## config.mk

```make
export PLATFORM = sky130hd
export DESIGN_NAME = smc_top
export DESIGN_NICKNAME = d
export VERILOG_FILES = /design/src/inc/smc_pkg.sv /design/src/design/smc_top.sv
export SDC_FILE = /design/constraint.sdc
export NUM_CORES = 1
export LEC_CHECK = 0
export BUFFER_PORTS_ARGS = -buffer_cell sky130_fd_sc_hd__buf_2
export CAP_MARGIN = 30
export CORE_ASPECT_RATIO = 1.1
export CORE_MARGIN = 2
export CORE_UTILIZATION = 53
export DETAILED_ROUTE_END_ITERATION = 8
export PLACE_DENSITY = 0.86
export REMOVE_ABC_BUFFERS = 1
export SYNTH_ARGS = -nofsm -noshare
export SYNTH_HDL_FRONTEND = slang
export SYNTH_SLANG_ARGS = --single-unit
```

## constraint.sdc

```tcl
create_clock -name clk -period 4.5 [get_ports clk]
set_clock_uncertainty 0.05 [all_clocks]
set_input_delay 0.225 -clock clk [delete_from_list [all_inputs] [get_ports clk]]
set_output_delay 0.225 -clock clk [all_outputs]
set_load 0.02 [all_outputs]
```

## src/inc/smc_pkg.sv

```systemverilog
// Purpose: shared constants and types of the sleep and clock gating controller
// Assumes: 100 MHz system clock, 8-bit registers on a 32-bit classic Wishbone bus
// Notes: every register keeps its data in bits 7..0, upper bits read as zero
package smc_pkg;
    localparam int CLK_PERIOD_NS = 10;
    localparam int BOD_WAKE_NS = 60000;
    localparam int BOD_WAKE_CYC = (BOD_WAKE_NS + CLK_PERIOD_NS - 1) / CLK_PERIOD_NS;
    localparam int STARTUP_CYC = 1000;
    localparam int STANDBY_WAKE_CYC = 6;
    localparam int HALT_CYC = 4;
    localparam int UNLOCK_CYC = 4;
    localparam int DOFF_DELAY_CYC = 3;
    localparam int DOFF_HOLD_CYC = 3;

    localparam logic [7:0] ADDR_SLEEP_CTRL = 8'h00;
    localparam logic [7:0] ADDR_CORE_CTRL = 8'h04;
    localparam logic [7:0] ADDR_POWER_RED = 8'h08;
    localparam logic [7:0] ADDR_STATUS = 8'h0C;
    localparam logic [7:0] ADDR_CONFIG = 8'h10;

    localparam int SE_BIT = 0;
    localparam int KIND_LSB = 1;
    localparam int DOFF_BIT = 6;
    localparam int UNLK_BIT = 5;
    localparam int CFG_XTAL_BIT = 0;
    localparam int CFG_DEBUG_BIT = 1;
    localparam int CFG_BODEN_BIT = 2;
    localparam int PR_ADC_BIT = 0;
    localparam int PR_TIM2_BIT = 6;
    localparam logic [7:0] PRR_MASK = 8'hEF;

    localparam logic [3:0] RST_SLEEP_CTRL = 4'h0;
    localparam logic [7:0] RST_POWER_RED = 8'h00;
    localparam logic [2:0] RST_CONFIG = 3'h4;

    typedef enum logic [2:0] {
        SK_IDLE = 3'b000,
        SK_ADC_NR = 3'b001,
        SK_PDOWN = 3'b010,
        SK_PSAVE = 3'b011,
        SK_RSVD4 = 3'b100,
        SK_RSVD5 = 3'b101,
        SK_STBY = 3'b110,
        SK_XSTBY = 3'b111
    } smc_kind_t;

    typedef enum logic [1:0] {
        ST_ACTIVE = 2'b00,
        ST_SLEEP = 2'b01,
        ST_WAKE = 2'b10
    } smc_state_t;

    typedef struct packed {
        logic cpu;
        logic flash;
        logic io;
        logic adc;
        logic asy;
        logic main_osc;
        logic timer_osc;
    } smc_clk_t;

    typedef struct packed {
        logic adc_done;
        logic wdt_irq;
        logic twi_match;
        logic timer2_irq;
        logic spm_ready;
        logic ext_level;
        logic ext_edge;
        logic pin_change;
        logic other_irq;
    } smc_wake_t;

    typedef struct packed {
        logic adc_enabled;
        logic timer2_enabled;
        logic timer2_async;
        logic comparator_uses_ref;
        logic wdt_enabled;
        logic global_irq_en;
    } smc_periph_t;
endpackage

```

## src/design/smc_top.sv

```systemverilog
// Purpose: sleep mode sequencing, clock domain gating and brown-out detector control
// Assumes: core pulses sleep_instr one cycle per executed sleep instruction
// Notes: wake inputs arrive already masked by their own interrupt enables
`timescale 1ns/1ps
module smc_top #(
    parameter int STARTUP_CYCLES = smc_pkg::STARTUP_CYC,
    parameter int BOD_WAKE_CYCLES = smc_pkg::BOD_WAKE_CYC
) (
    input wire logic clk,
    input wire logic rstn,
    input wire logic wb_cyc_i,
    input wire logic wb_stb_i,
    input wire logic wb_we_i,
    input wire logic [7:0] wb_adr_i,
    input wire logic [3:0] wb_sel_i,
    input wire logic [31:0] wb_dat_i,
    output logic [31:0] wb_dat_o,
    output logic wb_ack_o,
    input wire logic sleep_instr,
    input wire smc_pkg::smc_wake_t wake_req,
    input wire smc_pkg::smc_periph_t periph,
    output smc_pkg::smc_clk_t clk_en,
    output logic [7:0] periph_clk_en,
    output logic [7:0] periph_access_en,
    output logic timer2_clk_en,
    output logic wdt_clk_en,
    output logic bod_enable,
    output logic adc_start,
    output logic adc_extended_next,
    output logic comparator_disable,
    output logic input_buf_off,
    output logic core_run
);
    import smc_pkg::*;

    localparam logic [15:0] STARTUP_W = 16'(STARTUP_CYCLES);
    localparam logic [15:0] BOD_WAKE_W = 16'(BOD_WAKE_CYCLES);
    localparam logic [15:0] STANDBY_W = 16'(STANDBY_WAKE_CYC);
    localparam logic [15:0] HALT_W = 16'(HALT_CYC);
    localparam logic [2:0] UNLOCK_W = 3'(UNLOCK_CYC);
    localparam logic [2:0] DOFF_ON_W = 3'(DOFF_DELAY_CYC);
    localparam logic [2:0] DOFF_END_W = 3'(DOFF_DELAY_CYC + DOFF_HOLD_CYC);

    logic sleep_enable_q, detector_off_unlock_q, detector_off_in_sleep_q;
    logic [2:0] sleep_kind_select_q, config_q, unlock_cnt_q, doff_age_q;
    logic [7:0] power_reduction_bits_q, rdata_q;
    smc_state_t state_q;
    smc_kind_t kind_q;
    logic bod_off_q, adc_start_q, adc_en_prev_q, adc_ext_q, ack_q;
    logic [15:0] wait_q, wake_delay;
    logic bus_req, wr_req, wr_sleep, wr_core, wr_power, wr_config, doff_active;
    logic kind_valid, enter_sleep, deep_kind, wake_hit, xtal_sel, sleeping;
    logic [7:0] wbyte, status_byte;
    smc_kind_t sel_kind;
    smc_clk_t gate;

    assign bus_req = wb_cyc_i & wb_stb_i & ~ack_q;
    assign wr_req = bus_req & wb_we_i & wb_sel_i[0];
    assign wbyte = wb_dat_i[7:0];
    assign wr_sleep = wr_req & (wb_adr_i == ADDR_SLEEP_CTRL);
    assign wr_core = wr_req & (wb_adr_i == ADDR_CORE_CTRL);
    assign wr_power = wr_req & (wb_adr_i == ADDR_POWER_RED);
    assign wr_config = wr_req & (wb_adr_i == ADDR_CONFIG);
    assign xtal_sel = config_q[CFG_XTAL_BIT];
    assign sel_kind = smc_kind_t'(sleep_kind_select_q);
    assign sleeping = (state_q != ST_ACTIVE);

    // wishbone slave: one wait state, unmapped addresses ack with zero data
    always_ff @(posedge clk) begin
        if (!rstn) begin
            ack_q <= 1'b0;
        end else begin
            ack_q <= bus_req;
        end
    end

    assign status_byte = {1'b0, kind_q, doff_active, bod_off_q, state_q};

    always_ff @(posedge clk) begin
        if (!rstn) begin
            rdata_q <= 8'h00;
        end else if (bus_req) begin
            case (wb_adr_i)
                ADDR_SLEEP_CTRL: rdata_q <= {4'h0, sleep_kind_select_q, sleep_enable_q};
                ADDR_CORE_CTRL: rdata_q <= {1'b0, detector_off_in_sleep_q,
                                            detector_off_unlock_q, 5'h00};
                ADDR_POWER_RED: rdata_q <= power_reduction_bits_q;
                ADDR_STATUS: rdata_q <= status_byte;
                ADDR_CONFIG: rdata_q <= {5'h00, config_q};
                default: rdata_q <= 8'h00;
            endcase
        end
    end

    assign wb_dat_o = {24'h000000, rdata_q};
    assign wb_ack_o = ack_q;

    always_ff @(posedge clk) begin
        if (!rstn) begin
            sleep_enable_q <= RST_SLEEP_CTRL[SE_BIT];
            sleep_kind_select_q <= RST_SLEEP_CTRL[KIND_LSB +: 3];
        end else if (wr_sleep) begin
            sleep_enable_q <= wbyte[SE_BIT];
            sleep_kind_select_q <= wbyte[KIND_LSB +: 3];
        end
    end

    always_ff @(posedge clk) begin
        if (!rstn) begin
            power_reduction_bits_q <= RST_POWER_RED;
        end else if (wr_power) begin
            power_reduction_bits_q <= wbyte & PRR_MASK;
        end
    end

    always_ff @(posedge clk) begin
        if (!rstn) begin
            config_q <= RST_CONFIG;
        end else if (wr_config) begin
            config_q <= wbyte[2:0];
        end
    end

    // unlock window: opened by writing both bits to one, closes after four cycles
    always_ff @(posedge clk) begin
        if (!rstn) begin
            detector_off_unlock_q <= 1'b0;
            unlock_cnt_q <= 3'd0;
        end else if (wr_core && wbyte[DOFF_BIT] && wbyte[UNLK_BIT]) begin
            detector_off_unlock_q <= 1'b1;
            unlock_cnt_q <= UNLOCK_W;
        end else if (unlock_cnt_q > 3'd1) begin
            unlock_cnt_q <= unlock_cnt_q - 3'd1;
        end else begin
            detector_off_unlock_q <= 1'b0;
            unlock_cnt_q <= 3'd0;
        end
    end

    // detector-off bit: set only inside the window, live from age 3 to 5, then clears
    always_ff @(posedge clk) begin
        if (!rstn) begin
            detector_off_in_sleep_q <= 1'b0;
            doff_age_q <= 3'd0;
        end else if (wr_core && detector_off_unlock_q && wbyte[DOFF_BIT] && !wbyte[UNLK_BIT]) begin
            detector_off_in_sleep_q <= 1'b1;
            doff_age_q <= 3'd0;
        end else if (detector_off_in_sleep_q) begin
            if (doff_age_q == DOFF_END_W - 3'd1) begin
                detector_off_in_sleep_q <= 1'b0;
                doff_age_q <= 3'd0;
            end else begin
                doff_age_q <= doff_age_q + 3'd1;
            end
        end
    end

    assign doff_active = detector_off_in_sleep_q && (doff_age_q >= DOFF_ON_W);

    assign kind_valid = (sel_kind != SK_RSVD4) && (sel_kind != SK_RSVD5);
    assign enter_sleep = (state_q == ST_ACTIVE) && sleep_instr && sleep_enable_q
                         && kind_valid;
    assign deep_kind = (sel_kind != SK_IDLE) && (sel_kind != SK_ADC_NR);

    // wake source filter for the kind of sleep being held
    always_comb begin
        wake_hit = 1'b0;
        case (kind_q)
            SK_IDLE: begin
                wake_hit = |wake_req;
            end
            SK_ADC_NR: begin
                wake_hit = wake_req.adc_done | wake_req.wdt_irq | wake_req.twi_match
                         | (wake_req.timer2_irq & periph.timer2_async)
                         | wake_req.spm_ready | wake_req.ext_level | wake_req.pin_change;
            end
            SK_PDOWN, SK_STBY: begin
                wake_hit = wake_req.wdt_irq | wake_req.twi_match
                         | wake_req.ext_level | wake_req.pin_change;
            end
            SK_PSAVE, SK_XSTBY: begin
                wake_hit = wake_req.wdt_irq | wake_req.twi_match
                         | wake_req.ext_level | wake_req.pin_change
                         | (wake_req.timer2_irq & periph.timer2_enabled
                            & periph.global_irq_en);
            end
            default: begin
                wake_hit = 1'b0;
            end
        endcase
    end

    // resume delay: start-up in power-down/save, six cycles in standby kinds with crystal, four in idle kinds
    always_comb begin
        wake_delay = HALT_W;
        case (kind_q)
            SK_PDOWN, SK_PSAVE: begin
                wake_delay = STARTUP_W;
            end
            SK_STBY, SK_XSTBY: begin
                wake_delay = xtal_sel ? STANDBY_W : STARTUP_W;
            end
            default: begin
                wake_delay = HALT_W;
            end
        endcase
        if (bod_off_q && wake_delay < BOD_WAKE_W) begin
            wake_delay = BOD_WAKE_W;
        end
    end

    always_ff @(posedge clk) begin
        if (!rstn) begin
            state_q <= ST_ACTIVE;
            kind_q <= SK_IDLE;
            wait_q <= 16'h0000;
        end else begin
            case (state_q)
                ST_ACTIVE: begin
                    if (enter_sleep) begin
                        state_q <= ST_SLEEP;
                        kind_q <= sel_kind;
                    end
                end
                ST_SLEEP: begin
                    if (wake_hit) begin
                        state_q <= ST_WAKE;
                        wait_q <= wake_delay - 16'h0001;
                    end
                end
                ST_WAKE: begin
                    if (wait_q == 16'h0000) begin
                        state_q <= ST_ACTIVE;
                    end else begin
                        wait_q <= wait_q - 16'h0001;
                    end
                end
                default: begin
                    state_q <= ST_ACTIVE;
                end
            endcase
        end
    end

    // detector shut off only for kinds that allow it, and only if armed at the instruction
    always_ff @(posedge clk) begin
        if (!rstn) begin
            bod_off_q <= 1'b0;
        end else if (enter_sleep) begin
            bod_off_q <= doff_active && deep_kind;
        end else if (state_q == ST_WAKE && wait_q == 16'h0000) begin
            bod_off_q <= 1'b0;
        end
    end

    assign bod_enable = config_q[CFG_BODEN_BIT] & ~(bod_off_q & (state_q == ST_SLEEP));

    always_ff @(posedge clk) begin
        if (!rstn) begin
            adc_start_q <= 1'b0;
        end else begin
            adc_start_q <= enter_sleep && !deep_kind && periph.adc_enabled;
        end
    end

    assign adc_start = adc_start_q;

    // the converter is never forced off here; a power cycle flags an extended conversion
    always_ff @(posedge clk) begin
        if (!rstn) begin
            adc_en_prev_q <= 1'b0;
            adc_ext_q <= 1'b0;
        end else begin
            adc_en_prev_q <= periph.adc_enabled;
            if (adc_en_prev_q && !periph.adc_enabled) begin
                adc_ext_q <= 1'b1;
            end else if (adc_start_q) begin
                adc_ext_q <= 1'b0;
            end
        end
    end

    assign adc_extended_next = adc_ext_q;

    // clock domain gating per held sleep kind
    always_comb begin
        gate = '1;
        if (state_q == ST_SLEEP) begin
            gate = '0;
            case (kind_q)
                SK_IDLE: begin
                    gate.io = 1'b1;
                    gate.adc = 1'b1;
                    gate.asy = 1'b1;
                    gate.main_osc = 1'b1;
                    gate.timer_osc = periph.timer2_async;
                end
                SK_ADC_NR: begin
                    gate.adc = 1'b1;
                    gate.asy = periph.timer2_async;
                    gate.main_osc = 1'b1;
                    gate.timer_osc = periph.timer2_async;
                end
                SK_PDOWN: begin
                    gate = '0;
                end
                SK_PSAVE: begin
                    gate.asy = periph.timer2_enabled;
                    gate.timer_osc = periph.timer2_async;
                    gate.main_osc = periph.timer2_enabled & ~periph.timer2_async;
                end
                SK_STBY: begin
                    gate.main_osc = xtal_sel;
                end
                SK_XSTBY: begin
                    gate.asy = periph.timer2_enabled & periph.timer2_async;
                    gate.timer_osc = periph.timer2_async;
                    gate.main_osc = xtal_sel | (periph.timer2_enabled & ~periph.timer2_async);
                end
                default: begin
                    gate = '1;
                end
            endcase
        end else if (state_q == ST_WAKE) begin
            gate = '0;
            gate.main_osc = 1'b1;
            gate.timer_osc = periph.timer2_async;
            gate.asy = periph.timer2_enabled;
        end
        if (config_q[CFG_DEBUG_BIT]) begin
            gate.main_osc = 1'b1;
        end
    end

    assign clk_en = gate;
    assign core_run = ~sleeping;

    // timer 2 on its own oscillator ignores io gating; synchronous it runs with io, or with asy while the main oscillator runs
    assign timer2_clk_en = ~power_reduction_bits_q[PR_TIM2_BIT]
                         & (periph.timer2_async ? gate.asy
                            : (gate.io | (gate.main_osc & gate.asy)));

    // per-peripheral clocks: a set bit freezes the module and hides its registers
    genvar gi;
    generate
        for (gi = 0; gi < 8; gi++) begin : g_periph
            if (gi == PR_ADC_BIT) begin : g_adc
                assign periph_clk_en[gi] = gate.adc & ~power_reduction_bits_q[gi];
            end else if (gi == PR_TIM2_BIT) begin : g_tim2
                assign periph_clk_en[gi] = timer2_clk_en;
            end else begin : g_io
                // in deep sleep io is already off, so the bit has no extra effect
                assign periph_clk_en[gi] = gate.io & ~power_reduction_bits_q[gi];
            end
            assign periph_access_en[gi] = ~power_reduction_bits_q[gi];
        end
    endgenerate

    assign wdt_clk_en = periph.wdt_enabled;
    assign comparator_disable = (state_q == ST_SLEEP) && kind_q != SK_IDLE
                              && kind_q != SK_ADC_NR && !periph.comparator_uses_ref;
    // wake-detecting pins keep their buffers in the port logic regardless of this level
    assign input_buf_off = (state_q == ST_SLEEP) && !gate.io && !gate.adc;
endmodule

```

==> results.sh, run 1 <==
export IMPL_n_fill_cell=524
export IMPL_crit_path_top_delay_cell="nor4b_4"
export IMPL_synth_area_per_cell_um2=7.974
export IMPL_dieArea_um2=6861
export IMPL_hold_class="input pin to flip-flop"
export IMPL_clk_latency_ns=0.32
export IMPL_instances_no_fill=549
export IMPL_yosysMostFrequentCell="dfxtp_1"
export IMPL_synth_adder_area_share_pct=1.520
export IMPL_finalHoldViolCount=0
export IMPL_wl_per_cell_um=14.66
export IMPL_std_cell_rows=30
export IMPL_area_delta_synth_final_pct=11.40
export IMPL_synth_seq_area_share_pct=34.04
export IMPL_dieWidth_um=79.16
export IMPL_drt_wl_total_um=8049
export IMPL_synth_compound_area_share_pct=19.53
export IMPL_vdd_drop_max_v=0.0001696
export IMPL_cts_hold_buf=0
export IMPL_drive_gt1_share_pct=20.47
export IMPL_antennaDiodeCount=0
export IMPL_cts_made_buffers=5
export IMPL_arrival_ns=3.31
export IMPL_post_route_period_util_pct=69.08
export IMPL_hold_path_depth=2
export IMPL_synth_simple_gate_area_share_pct=24.62
export IMPL_drt_initial_drc_count=236
export IMPL_finalInstanceArea_um2=3669
export IMPL_dpl_cell_area_um2=3572
export IMPL_core_um2=6081
export IMPL_grt_pass1_vias=2925
export IMPL_root_buffer="clkbuf_8"
export IMPL_yosys_top_cells_count="dfxtp_1 (56), nor2_1 (53), nand2_1 (34)"
export IMPL_synth_area_mux_share_pct=7.903
export IMPL_timing_rr_start="state_q[1]$_SDFFE_PN0P_"
export IMPL_dp_hpwl_um=5867
export IMPL_synthesis_yosys_warnings=0
export IMPL_path_class="flip-flop to flip-flop"
export IMPL_vias_per_cell=5.716
export IMPL_fin_util_pct=60.33
export IMPL_netlist_instances=413
export IMPL_syn_area_um2=3293
export IMPL_start_util_pct=54.16
export IMPL_relSlewSlack_pct=49.93
export IMPL_min_period_ns=3.109
export IMPL_cp_max_fo=19
export IMPL_die_y_um=86.68
export IMPL_boundaryPins=129
export IMPL_place_gp_congestion=0.8862
export IMPL_setup_tns_final_ns=0
export IMPL_worst_pin_slew_ns=0.7503
export IMPL_ctsHtreeMaxLevel=2
export IMPL_numPortBuffers=73
export IMPL_grt_max_degree=29
export IMPL_firstDrtPassIters=5
export IMPL_track_usage_pct=23.89
export IMPL_fmax_ghz=0.3217
export IMPL_path_common_cell="a21oi_1"
export IMPL_nets=537
export IMPL_synth_edf_count=0
export IMPL_rsz0062_at_grt="no"
export IMPL_synthArstFlopShare_pct=0
export IMPL_cap_viol_max_count=0
export IMPL_yosys_area_top_type="dfxtp_1"
export IMPL_worstSetupStartpoint="state_q[1]$_SDFFE_PN0P_"
export IMPL_status="completed"
export IMPL_cts_buffer_depth=2
export IMPL_ys_types=60
export IMPL_synth_seq_cells=56
export IMPL_antenna_found_initial=0
export IMPL_cellLeakagePower_nw=1.517
export IMPL_finalSetupViolations=0
export IMPL_ys_flop_type="dfxtp_1"
export IMPL_reg2reg_slack_ns=1.39
export IMPL_globalRoute_totalOverflow=0
export IMPL_power_mw=0.9192
export IMPL_pwr_density_cell_nw_per_um2=250.6
export IMPL_postCtsSetupRepairBufs=0
export IMPL_synthXorXnorAreaFrac_pct=0.2660
export IMPL_regToRegEndpoint="wait_q[14]$_SDFFE_PN0P_"
export IMPL_ant_nets=0
export IMPL_synth_area_top_cells="dfxtp_1 (34%), mux2i_1 (7.9%), buf_4 (7.1%)"
export IMPL_vias=3138
export IMPL_finalWorstSetupSlack_ns=1.391
export IMPL_pre_cts_ws_ns=1.463
export IMPL_ff2ff_path_depth=10
export IMPL_cts_resized=0
export IMPL_synth_top_cell_area_share_pct=34.04
export IMPL_cpPeakStageDelay_ns=0.49
export IMPL_slew_violations=0
export IMPL_clock_sinks=56
export IMPL_dp_cells=541
export IMPL_holdWs_ns=0.08937
export IMPL_required_ns=4.70
export IMPL_crit_chain="nor2b_1 -> buf_4 -> nor4b_1 -> a21oi_1 -> ha_1 -> nor3b_1 -> nor4b_4 -> nand2_1 -> or4_1 -> a21oi_1"
export IMPL_route_detailed_drc=0
export IMPL_critPathCaptureType="flip-flop"
export IMPL_grt_pass1_wl_um=13100
export IMPL_tritoncts="done"
export IMPL_hp_start="periph[5]"
export IMPL_synth_top_family_by_area="simple AND/OR/NAND/NOR gates"
export IMPL_holdPathEnd="adc_en_prev_q$_SDFF_PN0_"
export IMPL_worst_setup_path_start_kind="flip-flop"
export IMPL_path_clk_slew_ns=0.11
[cells by family (layout without fill, tap and decap cells)]
logic type	Yosys count	in the layout
buffers and inverters	70	103
other	2	25
adder cells (fa/ha/maj)	4	4
flip-flops	56	56
AO/OA/AOI/OAI	95	95
AND/OR/NAND/NOR	159	159
multiplexers	26	26
XOR/XNOR	1	1
[layout by cell type, fill, tap and decap left out, drive strengths merged, types with 3 or more instances in the layout]
cell    synthesis  routed
buf            37      76
dfxtp          56      56
nor2           53      53
nand2          34      34
a21oi          29      29
mux2i          26      26
conb            2      25
inv            19      20
o21ai          17      17
nand3          14      14
nor3           13      13
nor2b           7       7
nand2b          6       6
and2            5       5
or4             5       5
a31oi           5       5
clkbuf         14       5
a22oi           4       4
ha              4       4
a21boi          3       3
nand3b          3       3
a22o            3       3
nor4            3       3
o22a            3       3
o32ai           3       3
o22ai           3       3
o221a           3       3
nor4b           3       3
or3             3       3
o311a           3       3
[critical path: cells and delay by family, from the launching register on]
kind	cells	cell delay [ns]
adder cells (fa/ha/maj)	1	0.25
flip-flops	1	0.44
AND/OR/NAND/NOR	6	1.78
AO/OA/AOI/OAI	2	0.29
buffers and inverters	1	0.24
[flip-flops by register name, summed over array words and instances, names as in the netlist, 2 cells and up]
name	flops
config_q	3
wait_q	16
unlock_cnt_q	3
power_reduction_bits_q	7
rdata_q	8
sel_kind	3
kind_q	3
state_q	2
doff_age_q	3
[worst max-delay path by stage]
| stage | slack [ns] | to | depth (start not counted) |
|---|---|---|---|
| floorplan | 1.45 | wait_q[14]$_SDFFE_PN0P_ | 9 |
| global placement | 1.59 | wait_q[14]$_SDFFE_PN0P_ | 10 |
| detailed placement | 1.46 | wait_q[14]$_SDFFE_PN0P_ | 10 |
| CTS | 1.44 | wait_q[14]$_SDFFE_PN0P_ | 10 |
| global route | 1.06 | wait_q[14]$_SDFFE_PN0P_ | 10 |
| finish | 1.39 | wait_q[14]$_SDFFE_PN0P_ | 10 |
[layout make-up]
class	count	area (µm²)	area share, %
well taps	80	100.1	2.729
inverters	19	71.32	1.944
repair buffers	76	407.9	11.12
multi-input cells	310	1872	51.02
clock buffers	5	68.82	1.876
flip-flops and latches	56	1121	30.56
clock inverters	3	27.53	0.7503
[per-layer routing]
layer,track usage [%],wire length (µm),vias to the layer above
li1,-,-,1520
met1,27.80,3252,1470
met2,42.99,4157,130
met3,4.688,484,18
met4,9.404,155,0
met5,0,0,-
[where the power goes]
part           internal (mW)  switching (mW)  total, mW
Combinational         0.0397          0.0707      0.110
Sequential             0.508         0.00621      0.514
Clock                  0.115           0.180      0.294
No activity file was read; power rests on OpenSTA's default activity.
==> run 2: changes to the inputs <==
--- a/config.mk
+++ b/config.mk
@@ -9,9 +9,9 @@
 export CAP_MARGIN = 30
 export CORE_ASPECT_RATIO = 1.1
 export CORE_MARGIN = 2
-export CORE_UTILIZATION = 53
+export CORE_UTILIZATION = 49
 export DETAILED_ROUTE_END_ITERATION = 8
-export PLACE_DENSITY = 0.86
+export PLACE_DENSITY = 0.8
 export REMOVE_ABC_BUFFERS = 1
 export SYNTH_ARGS = -nofsm -noshare
 export SYNTH_HDL_FRONTEND = slang
==> constraint.sdc (replaced) <==
create_clock -name clk -period 3 [get_ports clk]
set_clock_uncertainty 0.05 [all_clocks]
set_input_delay 0.15 -clock clk [delete_from_list [all_inputs] [get_ports clk]]
set_output_delay 0.15 -clock clk [all_outputs]
set_load 0.02 [all_outputs]
==> run 2 against run 1 <==
  * Combinational power rose by 50%
  * Flip-flop and latch count did not move
  * First-iteration DRC count fell by 36%
  * Wire length rose by 3.6%
  * Power rose by 47%
  * Die area rose by 7.8%
  * Non-clock buffer count rose by 4
  * Final cell count rose by 1.1%
  * Setup slack got worse by 1.1 ns
  * Sequential share of layout area barely moved
  * Highest routed layer unchanged
==> results.sh, run 2 (synthesized netlist as in run 1, its figures left out) <==
export IMPL_status="completed"
export IMPL_cts_buffer_depth=2
export IMPL_root_buffer="clkbuf_8"
export IMPL_firstDrtPassIters=6
export IMPL_path_class="flip-flop to flip-flop"
export IMPL_dieArea_um2=7393
export IMPL_hold_class="input pin to flip-flop"
export IMPL_dpl_cell_area_um2=3585
export IMPL_post_route_period_util_pct=89.15
export IMPL_path_clk_slew_ns=0.10
export IMPL_final_cell_mix="buf_2 (73), dfxtp_1 (56), nor2_1 (53), nand2_1 (34), a21oi_1 (29)"
export IMPL_largest_reg_flops=16
export IMPL_drive_gt1_share_pct=20.93
export IMPL_vias_per_cell=5.733
export IMPL_cts_resized=0
export IMPL_globalRoute_totalOverflow=0
export IMPL_clk_latency_ns=0.31
export IMPL_die_y_um=89.98
export IMPL_finalHoldViolCount=0
export IMPL_core_um2=6555
export IMPL_grt_max_degree=28
export IMPL_rsz0062_at_grt="no"
export IMPL_grt_pass1_wl_um=13110
export IMPL_numPortBuffers=73
export IMPL_slew_violations=0
export IMPL_cts_made_buffers=5
export IMPL_critPathCaptureType="flip-flop"
export IMPL_vdd_drop_max_v=0.0001981
export IMPL_pre_cts_ws_ns=0.3373
export IMPL_power_mw=1.348
export IMPL_place_gp_congestion=0.8780
export IMPL_clock_sinks=56
export IMPL_pwr_density_cell_nw_per_um2=367.0
export IMPL_reg_top3="wait_q: 16 flops, rdata_q: 8 flops, power_reduction_bits_q: 7 flops"
export IMPL_fmax_ghz=0.3739
export IMPL_vias=3182
export IMPL_wl_per_cell_um=15.03
export IMPL_postCtsSetupRepairBufs=0
export IMPL_nets=541
export IMPL_drt_initial_drc_count=150
export IMPL_required_ns=3.19
export IMPL_grt_pass1_vias=2830
export IMPL_instances_no_fill=555
export IMPL_setup_tns_final_ns=0
export IMPL_dieWidth_um=82.17
export IMPL_fin_util_pct=56.04
export IMPL_cap_viol_max_count=0
export IMPL_area_delta_synth_final_pct=11.55
export IMPL_arrival_ns=2.87
export IMPL_std_cell_rows=31
export IMPL_final_common_cell="buf_2"
export IMPL_n_fill_cell=616
export IMPL_ant_nets=0
export IMPL_dp_cells=547
export IMPL_route_detailed_drc=0
export IMPL_cts_hold_buf=0
export IMPL_relSlewSlack_pct=52.54
export IMPL_finalInstanceArea_um2=3674
export IMPL_top_register="wait_q"
export IMPL_finalSetupViolations=0
export IMPL_track_usage_pct=22.24
export IMPL_antenna_found_initial=0
export IMPL_dp_hpwl_um=6267
export IMPL_boundaryPins=129
export IMPL_ctsHtreeMaxLevel=2
export IMPL_holdWs_ns=0.02125
export IMPL_multiInputGateArea_um2=1872
export IMPL_drt_wl_total_um=8339
export IMPL_start_util_pct=50.24
export IMPL_tritoncts="done"
export IMPL_antennaDiodeCount=0
export IMPL_worst_setup_path_start_kind="flip-flop"
export IMPL_cellLeakagePower_nw=1.523
export IMPL_cp_max_fo=18
export IMPL_min_period_ns=2.675
export IMPL_seqCellArea_um2=1121
export IMPL_finalWorstSetupSlack_ns=0.3254
export IMPL_worst_pin_slew_ns=0.7112
-- run 2: worst max-delay path, cell delays in order, from the launching register on --
cell and delay, ns:
dfxtp_1 0.36, nor2b_1 0.16, buf_4 0.20, a21oi_1 0.16
ha_1 0.24, nor3b_1 0.27, nor4b_4 0.44, nand2_1 0.15
or4_1 0.42, a21oi_1 0.14
-- run 2: worst paths after layout --
path                           start                                endpoint  slack, ns  cells past startpoint
min reg2reg  rdata_q[3]$_SDFFE_PN0P_                 rdata_q[3]$_SDFFE_PN0P_       0.41                      2
min                      wb_dat_i[7]  power_reduction_bits_q[7]$_SDFFE_PN0P_       0.02                      3
max reg2reg  state_q[1]$_SDFFE_PN0P_                 wait_q[14]$_SDFFE_PN0P_       0.33                      9
max          state_q[1]$_SDFFE_PN0P_                 wait_q[14]$_SDFFE_PN0P_       0.33                      9
-- run 2: cell type report --
class                      instances  area share [%]
sequential                        56           30.52
inverter                          19           1.941
clock buffer                       6           1.975
tap                               82           2.793
timing repair buffer              80           11.38
multi-input combinational        310           50.95
clock inverter                     2          0.4428
-- run 2: layer usage --
layer | routed length [µm] | vias to the layer above | track usage (%)
li1 | - | 1530 | -
met1 | 3352 | 1509 | 26.75
met2 | 4307 | 133 | 39.84
met3 | 594 | 10 | 3.715
met4 | 85 | 0 | 5.833
met5 | 0 | - | 0
-- run 2: report_power, final --
part	leakage [nW]	internal [mW]	switching (mW)
Sequential	0.452	0.762	0.0102
Combinational	1.03	0.0587	0.106
Clock	0.0414	0.167	0.244
==> run 3: changes to the inputs <==
--- a/config.mk
+++ b/config.mk
@@ -16,3 +16,4 @@
 export SYNTH_ARGS = -nofsm -noshare
 export SYNTH_HDL_FRONTEND = slang
 export SYNTH_SLANG_ARGS = --single-unit
+export TNS_END_PERCENT = 10
==> constraint.sdc (replaced) <==
create_clock -name clk -period 3 [get_ports clk]
set_clock_uncertainty 0.05 [all_clocks]
set_input_delay 0.6 -clock clk [delete_from_list [all_inputs] [get_ports clk]]
set_output_delay 0.6 -clock clk [all_outputs]
set_load 0.02 [all_outputs]
==> run 3 against run 2 <==
  * Wire length decreased by 0.83%
  * Register-to-register slack got worse by 0.07 ns
  * Non-clock buffer count increased by 3
  * Clock-buffer cell count unchanged
  * Utilization increased by 0.34 points
  * Clock power increased by 2%
  * Sequential power about the same
  * Fmax decreased by 2.4%
  * Critical path depth unchanged
  * Flip-flop and latch count unchanged
==> results.sh, run 3 (synthesized netlist as in run 1, its figures left out) <==
export IMPL_drt_initial_drc_count=214
export IMPL_final_common_cell="buf_2"
export IMPL_p_comb_share_pct=12.1
export IMPL_pwr_density_cell_nw_per_um2=367.3
export IMPL_nets=544
export IMPL_pre_cts_ws_ns=0.3183
export IMPL_cellLeakagePower_nw=1.538
export IMPL_core_um2=6555
export IMPL_path_class="flip-flop to flip-flop"
export IMPL_clkPwrFrac_pct=31.0
export IMPL_start_util_pct=50.24
export IMPL_std_cell_rows=31
export IMPL_vias_per_cell=5.651
export IMPL_dp_hpwl_um=6091
export IMPL_finalWorstSetupSlack_ns=0.2590
export IMPL_vias=3153
export IMPL_path_clk_slew_ns=0.10
export IMPL_worst_pin_slew_ns=0.7431
export IMPL_dieArea_um2=7393
export IMPL_post_route_period_util_pct=91.37
export IMPL_slew_violations=0
export IMPL_die_y_um=89.98
export IMPL_numPortBuffers=73
export IMPL_clock_sinks=56
export IMPL_finalHoldViolCount=0
export IMPL_relSlewSlack_pct=50.41
export IMPL_instances_no_fill=558
export IMPL_dp_cells=550
export IMPL_drive_gt1_share_pct=21.43
export IMPL_root_buffer="clkbuf_8"
export IMPL_top_register="wait_q"
export IMPL_n_fill_cell=633
export IMPL_cts_buffer_depth=2
export IMPL_min_period_ns=2.741
export IMPL_crit_chain="nor2b_1 -> buf_4 -> a21oi_1 -> ha_1 -> nor3b_1 -> nor4b_4 -> nand2_1 -> or4_1 -> a21oi_1"
export IMPL_worstSetupStartpoint="state_q[1]$_SDFFE_PN0P_"
export IMPL_drt_wl_total_um=8270
export IMPL_fin_util_pct=56.38
export IMPL_grt_pass1_vias=2806
export IMPL_antennaDiodeCount=0
export IMPL_worst_setup_path_start_kind="flip-flop"
export IMPL_boundaryPins=129
export IMPL_required_ns=3.18
export IMPL_ant_nets=0
export IMPL_cp_max_fo=18
export IMPL_ctsHtreeMaxLevel=2
export IMPL_crit_family="simple AND/OR/NAND/NOR gates"
export IMPL_dieWidth_um=82.17
export IMPL_cts_hold_buf=0
export IMPL_grt_pass1_wl_um=12860
export IMPL_fmax_ghz=0.3648
export IMPL_postCtsSetupRepairBufs=0
export IMPL_critPathCaptureType="flip-flop"
export IMPL_place_gp_congestion=0.8586
export IMPL_area_delta_synth_final_pct=12.23
export IMPL_rsz0062_at_grt="no"
export IMPL_intPower_mw=0.9871
export IMPL_arrival_ns=2.93
export IMPL_cts_made_buffers=5
export IMPL_status="completed"
export IMPL_vdd_drop_max_v=0.0001868
export IMPL_firstDrtPassIters=5
export IMPL_grt_max_degree=28
export IMPL_reg_top3="wait_q: 16 flops, rdata_q: 8 flops, power_reduction_bits_q: 7 flops"
export IMPL_cts_resized=0
export IMPL_cpPeakStageDelay_ns=0.42
export IMPL_antenna_found_initial=0
export IMPL_swShare_pct=27.29
export IMPL_final_cell_mix="buf_2 (73), dfxtp_1 (56), nor2_1 (53), nand2_1 (34), a21oi_1 (29)"
export IMPL_cap_viol_max_count=0
export IMPL_finalSetupViolations=0
export IMPL_hold_class="flip-flop to flip-flop"
export IMPL_clk_latency_ns=0.32
export IMPL_setup_tns_final_ns=0
export IMPL_globalRoute_totalOverflow=0
export IMPL_route_detailed_drc=0
export IMPL_wl_per_cell_um=14.82
export IMPL_path_common_cell="a21oi_1"
export IMPL_crit_path_top_delay_cell="nor4b_4"
export IMPL_tritoncts="done"
export IMPL_timing_rr_start="state_q[1]$_SDFFE_PN0P_"
export IMPL_critical_path_buf_inv_count=1
export IMPL_seq_power_share_pct=56.9
export IMPL_hp_start="rdata_q[6]$_SDFFE_PN0P_"
export IMPL_track_usage_pct=21.84
export IMPL_largest_reg_flops=16
export IMPL_p_sw_mw=0.3704
-- run 3: area by class of cell --
cell class / instances / area, µm² / share of cell area (%)
Sequential cell: 56 / 1121 / 30.33
Timing Repair Buffer: 83 / 440.4 / 11.92
Inverter: 19 / 71.32 / 1.930
Clock inverter: 2 / 16.27 / 0.4401
Tap cell: 82 / 102.6 / 2.776
Multi-Input combinational cell: 310 / 1872 / 50.64
Clock buffer: 6 / 72.57 / 1.963
-- run 3: tightest hold or removal path, cell delays in order, from the launching register on --
cell,delay (ns)
dfxtp_1,0.32
nand2_1,0.05
a21oi_1,0.05
-- run 3: path summary, 6_finish.rpt --
| kind | cells after the start | endpoint | slack (ns) |
|---|---|---|---|
| setup / recovery | 9 | wait_q[14]$_SDFFE_PN0P_ | 0.26 |
| hold reg to reg | 2 | rdata_q[6]$_SDFFE_PN0P_ | 0.41 |
| setup reg to reg | 9 | wait_q[14]$_SDFFE_PN0P_ | 0.26 |
| hold / removal | 2 | rdata_q[6]$_SDFFE_PN0P_ | 0.41 |
-- run 3: per-layer routing --
layer  vias to the layer above  part of all wire, %  track usage (%)
li1                       1537                    -                -
met1                      1459                   42            27.06
met2                       145                   49            37.33
met3                        12                  7.5            4.317
met4                         0                  1.5            6.806
met5                         -                    0                0
-- run 3: per-stage QoR --
step           hold WS, ns  power, mW  cell area, µm²
2_1_floorplan       0.3823     0.8917            3059
3_3_place_gp        0.3855     0.9441            3607
3_5_place_dp        0.3904     0.9519            3607
4_1_cts             0.4051      1.364            3696
5_1_grt             0.4299      1.423            3696
6_report            0.4068      1.358            3696
-- run 3: power by group through the flow --
stage / registers [mW] / clock network [mW] / logic, mW
floorplan: 0.789 / 0 / 0.103
detailed placement: 0.789 / 0 / 0.163
global placement: 0.788 / 0 / 0.156
finish: 0.772 / 0.421 / 0.165
global route: 0.775 / 0.465 / 0.183
CTS: 0.772 / 0.429 / 0.164
